$ cat config.mk
export PLATFORM = sky130hd
export DESIGN_NAME = bst_test_port
export DESIGN_NICKNAME = d
export VERILOG_FILES = /design/src/shared/bst_pkg.sv /design/src/rtl/bst_test_port.sv
export VERILOG_INCLUDE_DIRS = /design/src /design/src/shared
export SDC_FILE = /design/constraint.sdc
export NUM_CORES = 1
export LEC_CHECK = 0
export BUFFER_PORTS_ARGS = -buffer_cell sky130_fd_sc_hd__buf_2
export CAP_MARGIN = 40
export CORE_MARGIN = 1.5
export CORE_UTILIZATION = 53
export CTS_CLUSTER_DIAMETER = 100
export CTS_CLUSTER_SIZE = 24
export DETAILED_ROUTE_END_ITERATION = 8
export GPL_ROUTABILITY_DRIVEN = 0
export PLACE_DENSITY = 0.84
export SYNTH_ARGS = -nofsm -noshare
export SYNTH_HDL_FRONTEND = slang
export SYNTH_SLANG_ARGS = --single-unit
$ cat constraint.sdc
create_clock -name ref_clk -period 2.5 [get_ports ref_clk]
set_clock_uncertainty 0.05 [all_clocks]
set_input_delay 0 -clock ref_clk [delete_from_list [all_inputs] [get_ports ref_clk]]
set_output_delay 0 -clock ref_clk [all_outputs]
set_load 0.05 [all_outputs]
$ cat src/shared/bst_regs.svh
// Constants of the boundary-scan test port: opcodes, chain layout, resets
// Assumes inclusion by bst_pkg.sv and by the design files that need them
`ifndef BST_REGS_SVH
`define BST_REGS_SVH

// ----------------------------------------------------------------------
// Instruction register
// ----------------------------------------------------------------------
`define BST_IR_W        5
`define BST_OP_EXTEST   5'h00
`define BST_OP_SAMPLE   5'h01
`define BST_OP_CLAMP    5'h04
`define BST_OP_HIGHZ    5'h05
`define BST_OP_BYPASS   5'h1F
`define BST_IR_CAPTURE  5'h01
`define BST_IR_RESET    5'h1F

// ----------------------------------------------------------------------
// Boundary chain
// ----------------------------------------------------------------------
`define BST_PIN_CNT     19
`define BST_CHAIN_LEN   20
`define BST_CTRL_POS    19
`define BST_MODE_POS    13
`define BST_BSR_RESET   20'h00000

`endif
$ cat src/shared/bst_pkg.sv
// Types of the boundary-scan test port
// Assumes bst_regs.svh sits on the include path
package bst_pkg;
  `include "bst_regs.svh"

  typedef enum logic [3:0] {
    BST_TLR   = 4'h0,
    BST_RTI   = 4'h1,
    BST_SELDR = 4'h2,
    BST_CAPDR = 4'h3,
    BST_SHDR  = 4'h4,
    BST_EX1DR = 4'h5,
    BST_PSDR  = 4'h6,
    BST_EX2DR = 4'h7,
    BST_UPDR  = 4'h8,
    BST_SELIR = 4'h9,
    BST_CAPIR = 4'hA,
    BST_SHIR  = 4'hB,
    BST_EX1IR = 4'hC,
    BST_PSIR  = 4'hD,
    BST_EX2IR = 4'hE,
    BST_UPIR  = 4'hF
  } bst_tap_state_t;
endpackage

$ cat src/rtl/bst_test_port.sv
// Boundary-scan test access port with the lower secondary-bus chain
// Assumes the four test input pins arrive asynchronously and ref_clk is far faster than tck
//
// Overview of operation
// - Provide standard boundary-scan test access port
// - Five pins, controller, IR, bypass, boundary register
// - Opcode 00000 drives pins from boundary
// - Opcode 00001 captures pins, core keeps running
// - Opcode 00100 drives boundary, shifts bypass
// - Opcode 00101 floats all pins except TDO
// - Opcode 11111 shifts through bypass bit
// - Private opcodes reserved for maker test
// - Cells 0 to 18 map lower secondary pins
// - Cell 19 enables group; 13 input-only
`timescale 1ns/1ps

module bst_test_port
  import bst_pkg::*;
#(
  parameter int PIN_CNT = `BST_PIN_CNT
) (
  input  wire logic               ref_clk,
  input  wire logic               rst_b,
  input  wire logic               tck,
  input  wire logic               tms,
  input  wire logic               tdi,
  input  wire logic               trst_b,
  output logic                    tdo,
  output logic                    tdoOe,
  input  wire logic [PIN_CNT-1:0] coreDo,
  input  wire logic               coreOe,
  input  wire logic [PIN_CNT-1:0] pinDi,
  output logic      [PIN_CNT-1:0] pinDo,
  output logic      [PIN_CNT-1:0] pinOe,
  output logic      [PIN_CNT-1:0] coreDi
);

  localparam int CHAIN = PIN_CNT + 1;

  // ----------------------------------------------------------------------
  // Pin synchronisers
  // ----------------------------------------------------------------------
  logic [3:0]         syncA_r;
  logic [3:0]         syncB_r;
  logic               tckDly_r;
  logic [PIN_CNT-1:0] pinA_r;
  logic [PIN_CNT-1:0] pinB_r;

  always_ff @(posedge ref_clk) begin
    if (!rst_b) begin
      // Idle pin levels, so no false tck rise follows reset
      syncA_r  <= 4'h8;
      syncB_r  <= 4'h8;
      tckDly_r <= 1'b0;
      pinA_r   <= '0;
      pinB_r   <= '0;
    end else begin
      syncA_r  <= {trst_b, tdi, tms, tck} ^ 4'h0;
      syncB_r  <= syncA_r;
      tckDly_r <= syncB_r[0];
      pinA_r   <= pinDi;
      pinB_r   <= pinA_r;
    end
  end

  wire tckS    = syncB_r[0];
  wire tmsS    = syncB_r[1];
  wire tdiS    = syncB_r[2];
  wire trstS_b = syncB_r[3];
  wire tckRise = tckS & ~tckDly_r;
  wire tckFall = ~tckS & tckDly_r;

  // ----------------------------------------------------------------------
  // TAP controller
  // ----------------------------------------------------------------------
  bst_tap_state_t state_r;
  bst_tap_state_t state_nxt;

  always_comb begin
    unique case (state_r)
      BST_TLR:   state_nxt = tmsS ? BST_TLR   : BST_RTI;
      BST_RTI:   state_nxt = tmsS ? BST_SELDR : BST_RTI;
      BST_SELDR: state_nxt = tmsS ? BST_SELIR : BST_CAPDR;
      BST_CAPDR: state_nxt = tmsS ? BST_EX1DR : BST_SHDR;
      BST_SHDR:  state_nxt = tmsS ? BST_EX1DR : BST_SHDR;
      BST_EX1DR: state_nxt = tmsS ? BST_UPDR  : BST_PSDR;
      BST_PSDR:  state_nxt = tmsS ? BST_EX2DR : BST_PSDR;
      BST_EX2DR: state_nxt = tmsS ? BST_UPDR  : BST_SHDR;
      BST_UPDR:  state_nxt = tmsS ? BST_SELDR : BST_RTI;
      BST_SELIR: state_nxt = tmsS ? BST_TLR   : BST_CAPIR;
      BST_CAPIR: state_nxt = tmsS ? BST_EX1IR : BST_SHIR;
      BST_SHIR:  state_nxt = tmsS ? BST_EX1IR : BST_SHIR;
      BST_EX1IR: state_nxt = tmsS ? BST_UPIR  : BST_PSIR;
      BST_PSIR:  state_nxt = tmsS ? BST_EX2IR : BST_PSIR;
      BST_EX2IR: state_nxt = tmsS ? BST_UPIR  : BST_SHIR;
      BST_UPIR:  state_nxt = tmsS ? BST_SELDR : BST_RTI;
    endcase
  end

  // Test reset pin forces the controller home at once
  always_ff @(posedge ref_clk) begin
    if (!rst_b) begin
      state_r <= BST_TLR;
    end else if (!trstS_b) begin
      state_r <= BST_TLR;
    end else if (tckRise) begin
      state_r <= state_nxt;
    end
  end

  wire stepCapIr = tckRise & (state_r == BST_CAPIR);
  wire stepShIr  = tckRise & (state_r == BST_SHIR);
  wire stepUpIr  = tckRise & (state_r == BST_UPIR);
  wire stepCapDr = tckRise & (state_r == BST_CAPDR);
  wire stepShDr  = tckRise & (state_r == BST_SHDR);
  wire stepUpDr  = tckRise & (state_r == BST_UPDR);
  wire inReset   = (state_r == BST_TLR) | ~trstS_b;

  // ----------------------------------------------------------------------
  // Instruction register and decode
  // ----------------------------------------------------------------------
  logic [`BST_IR_W-1:0] irShift_r;
  logic [`BST_IR_W-1:0] irHold_r;

  always_ff @(posedge ref_clk) begin
    if (!rst_b) begin
      irShift_r <= `BST_IR_CAPTURE;
      irHold_r  <= `BST_IR_RESET;
    end else if (inReset) begin
      irShift_r <= `BST_IR_CAPTURE;
      irHold_r  <= `BST_IR_RESET;
    end else begin
      if (stepCapIr) begin
        irShift_r <= `BST_IR_CAPTURE;
      end else if (stepShIr) begin
        irShift_r <= {tdiS, irShift_r[`BST_IR_W-1:1]};
      end
      if (stepUpIr) begin
        irHold_r <= irShift_r;
      end
    end
  end

  wire opExtest = (irHold_r == `BST_OP_EXTEST);
  wire opSample = (irHold_r == `BST_OP_SAMPLE);
  wire opClamp  = (irHold_r == `BST_OP_CLAMP);
  wire opHighz  = (irHold_r == `BST_OP_HIGHZ);
  // Boundary register sits in the shift path only for these two
  wire selBsr   = opExtest | opSample;
  // Everything else, private and undecoded codes too, shifts bypass
  wire selByp   = ~selBsr;
  wire drvBsr   = opExtest | opClamp;

  // ----------------------------------------------------------------------
  // Bypass and boundary registers
  // ----------------------------------------------------------------------
  logic             byp_r;
  logic [CHAIN-1:0] bsrShift_r;
  logic [CHAIN-1:0] bsrHold_r;

  // Capture view: pins in cells 0..18, core group enable in cell 19
  wire [CHAIN-1:0] bsrCapture = {coreOe, pinB_r};

  always_ff @(posedge ref_clk) begin
    if (!rst_b) begin
      byp_r      <= 1'b0;
      bsrShift_r <= CHAIN'(`BST_BSR_RESET);
      bsrHold_r  <= CHAIN'(`BST_BSR_RESET);
    end else if (inReset) begin
      byp_r      <= 1'b0;
      bsrHold_r  <= CHAIN'(`BST_BSR_RESET);
    end else begin
      if (stepCapDr && selByp) begin
        byp_r <= 1'b0;
      end else if (stepShDr && selByp) begin
        byp_r <= tdiS;
      end
      if (stepCapDr && selBsr) begin
        bsrShift_r <= bsrCapture;
      end else if (stepShDr && selBsr) begin
        bsrShift_r <= {tdiS, bsrShift_r[CHAIN-1:1]};
      end
      // Update only under the boundary instructions, so CLAMP holds
      if (stepUpDr && selBsr) begin
        bsrHold_r <= bsrShift_r;
      end
    end
  end

  // ----------------------------------------------------------------------
  // Test data output, changes on tck falling edge
  // ----------------------------------------------------------------------
  logic tdo_r;
  logic tdoOe_r;

  wire shifting = (state_r == BST_SHDR) | (state_r == BST_SHIR);
  wire tdoSel   = (state_r == BST_SHIR) ? irShift_r[0] :
                  selBsr                ? bsrShift_r[0] : byp_r;

  always_ff @(posedge ref_clk) begin
    if (!rst_b) begin
      tdo_r   <= 1'b0;
      tdoOe_r <= 1'b0;
    end else if (!trstS_b) begin
      // Controller reset by tms waits for the next tck fall
      tdo_r   <= 1'b0;
      tdoOe_r <= 1'b0;
    end else if (tckFall) begin
      tdo_r   <= tdoSel;
      tdoOe_r <= shifting;
    end
  end

  assign tdo   = tdo_r;
  assign tdoOe = tdoOe_r;

  // ----------------------------------------------------------------------
  // Pin multiplexing
  // ----------------------------------------------------------------------
  logic [PIN_CNT-1:0] pinDo_r;
  logic [PIN_CNT-1:0] pinOe_r;

  // Mode-select cell is input only: never driven, no group disable
  wire [PIN_CNT-1:0] drvMask  = ~(PIN_CNT'(1) << `BST_MODE_POS);
  wire               grpOe    = bsrHold_r[`BST_CTRL_POS];
  wire [PIN_CNT-1:0] testOe   = {PIN_CNT{grpOe}} & drvMask;
  wire [PIN_CNT-1:0] funcOe   = {PIN_CNT{coreOe}} & drvMask;
  wire [PIN_CNT-1:0] oeNxt    = opHighz ? '0 : (drvBsr ? testOe : funcOe);
  wire [PIN_CNT-1:0] doNxt    = drvBsr ? bsrHold_r[PIN_CNT-1:0] : coreDo;

  always_ff @(posedge ref_clk) begin
    if (!rst_b) begin
      pinDo_r <= '0;
      pinOe_r <= '0;
    end else begin
      pinDo_r <= doNxt;
      pinOe_r <= oeNxt;
    end
  end

  assign pinDo  = pinDo_r;
  assign pinOe  = pinOe_r;
  // Core sees the live pins in every mode, so SAMPLE does not disturb it
  assign coreDi = pinB_r;

endmodule

==> impl_metrics.json <==
{
  "status": "complete, no violations",
  "synth_area_leader_cell": "dfxtp_1",
  "clkSinkCount": 124,
  "stdcell_area_um2": 6085,
  "hold_path_depth": 3,
  "grt-ovfl-total": 0,
  "critPathTopFamily": "flip-flops",
  "cts_buffers": 17,
  "routedWlPerCell_um": 13.87,
  "fin_crit_ns": 2.244,
  "arrival_ns": 2.62,
  "clockBufferDepth": 2,
  "tightest_slew_ns": 0.6632,
  "antenna_left": 0,
  "path_buf_inv": 1,
  "leakagePower_uw": 0.002432,
  "p_per_area_nw_per_um2": 806.3,
  "finalCritPeriodShare": 0.8975,
  "synth_compound_area_frac": 0.1576,
  "placed_area_um2": 5036,
  "max_slew_margin": 0.5579,
  "initial_core_util": 0.5540,
  "ys_types": 43,
  "grt_antenna_before_repair": 0,
  "holdWs_ns": 0.1748,
  "hold_viol": 0,
  "grt_pass1_wl_mm": 17.16,
  "row_count": 33,
  "synth_top_area_frac": 0.5399,
  "cts.repair.resized": 0,
  "grt_start_max_net_pins": 88,
  "maxCapViolCount": 0,
  "final_cell_mix": "nand2_1 (135), dfxtp_1 (124), buf_2 (102)",
  "synth_edf_count": 0,
  "routed_wl_mm": 10.64,
  "crit_chain": "or3b_2, a211oi_4, buf_4, o21ai_0, a31oi_1",
  "syn_nets": 574,
  "ys_async_sr_fraction": 0,
  "cp.depth": 5,
  "dieWidth_um": 96.15,
  "post_synth_xor_area_fraction": 0.003810,
  "cts_hold_buffers": 44,
  "cp_max_fo": 40,
  "layout.nets": 694,
  "dp_hpwl_mm": 5.977,
  "drv_slew": 0,
  "synthSimpleGateAreaFrac": 0.2316,
  "max_stage_delay_ns": 0.63,
  "ys_warn_count": 0,
  "cts_tree": "done",
  "dr.first_iter.drc_count": 301,
  "fin_ws_ns": 0.2563,
  "area_delta_synth_final_pct": 32.33,
  "io_buffers": 102,
  "viasPerCell": 5.206,
  "drc": 0,
  "hp-class": "primary input to flop",
  "post_cts_buffers": 0,
  "ir_drop_v": 0.0005498,
  "ys_ff_latch": 124,
  "path_class": "flop to flop",
  "synth_seq_area_share": 0.5399,
  "utilization": 0.7332,
  "grt_usage": 0.2460,
  "r2r_cells": 5,
  "setup_tns_ns": 0,
  "synthFlopType": "dfxtp_1",
  "pre_cts_ws_ns": 0.3708,
  "cp.required_ns": 2.88,
  "synthCells": 529,
  "start_kind": "flop",
  "first_pass_iters": 5,
  "vias": 3993,
  "drive_above_1_share": 0.2266,
  "synth_mux_area_frac": 0.002177,
  "root_buffer": "clkbuf_8",
  "clk_latency_ns": 0.52,
  "endpoint_kind": "flop",
  "critical-path-slowest-cell": "dfxtp_1",
  "rsz0062_at_grt": "false",
  "syn_area_per_cell_um2": 8.692,
  "die_h_um": 96.15,
  "grt_pass1_vias": 3749,
  "synthesis.area_um2": 4598,
  "ioPinCount": 104,
  "antenna_cells": 0,
  "max_freq_mhz": 445.7,
  "core_um2": 8299,
  "die_area_um2": 9244,
  "synth.area.top_cells": "dfxtp_1 (54%), nand2_1 (11%), and2_1 (6.1%)",
  "synth_top_family_by_area": "simple AND/OR/NAND/NOR gates",
  "synth_fa_ha_area_frac": 0,
  "setup_violations": 0,
  "clkSlewWorstSetupHoldPaths_ns": 0.06,
  "final_common_cell": "nand2_1",
  "htreeDepth": 4
}
==> synthesized netlist by cell type, drive strengths merged (2+ instances only) <==
library cell,instances
nand3b,2
o21ai,35
a31oi,23
nand2,135
nor3,5
inv,3
a21boi,20
nor2,8
nor4,3
and2,45
buf,23
nand3,6
nand2b,5
xnor2,2
a21oi,29
nor2b,4
and3,2
dfxtp,124
or4,3
clkbuf,30
a211oi,6
==> stage by stage <==
stage,power [µW],std cells
2_1_floorplan,2347,529
3_3_place_gp,2411,691
3_5_place_dp,2419,691
4_1_cts,4919,767
5_1_grt,5058,767
6_report,4906,767
==> registers in the layout, indices dropped and copies added (netlist names), 5 cells and up <==
| register | cells |
|---|---|
| irShift_r | 5 |
| pinA_r | 19 |
| irHold_r | 5 |
| bsrHold_r | 20 |
| coreDi | 19 |
| bsrShift_r | 20 |
| pinDo | 19 |
==> per-layer routing <==
metal / share of wire / global-route usage / up-vias
met3: 0.073 / 0.07504 / 13
met1: 0.43 / 0.2934 / 1794
li1: - / - / 2004
met4: 0.016 / 0.09436 / 0
met5: 0 / 0 / -
met2: 0.49 / 0.4137 / 182
==> cell families (layout without fill, tap and decap cells) <==
family / Yosys count / count (layout)
other cells: 1 / 1
simple gates: 225 / 225
compound gates: 120 / 120
xor+xnor: 2 / 2
flops: 124 / 124
buf+inv: 56 / 189
mux: 1 / 1
==> area by class of cell <==
type | count | area, µm²
tap | 105 | 131.4
clock inverter | 13 | 166.4
fill | 537 | 2215
inverter | 3 | 11.26
sequential | 124 | 2482
timing repair buffer | 154 | 1011
multi-input combinational | 349 | 1841
clock buffer | 19 | 441.7
==> worst min-delay path, cell delays in order <==
cell and delay (ns):
dlygate4sd3_1 0.53, buf_2 0.09, nand2b_1 0.08
==> power by group <==
group,switching [µW],internal [µW]
registers,26.1,2030
clock network,893,1580
logic,245,136
==> worst paths after layout <==
kind	endpoint	from	slack [ns]
min reg2reg	syncB_r[3]	syncA_r[3]	0.37
max	bsrShift_r[18]	state_r[2]	0.26
min	syncA_r[3]	trst_b	0.17
max reg2reg	bsrShift_r[18]	state_r[2]	0.26
(Power assumes the default switching activity.)
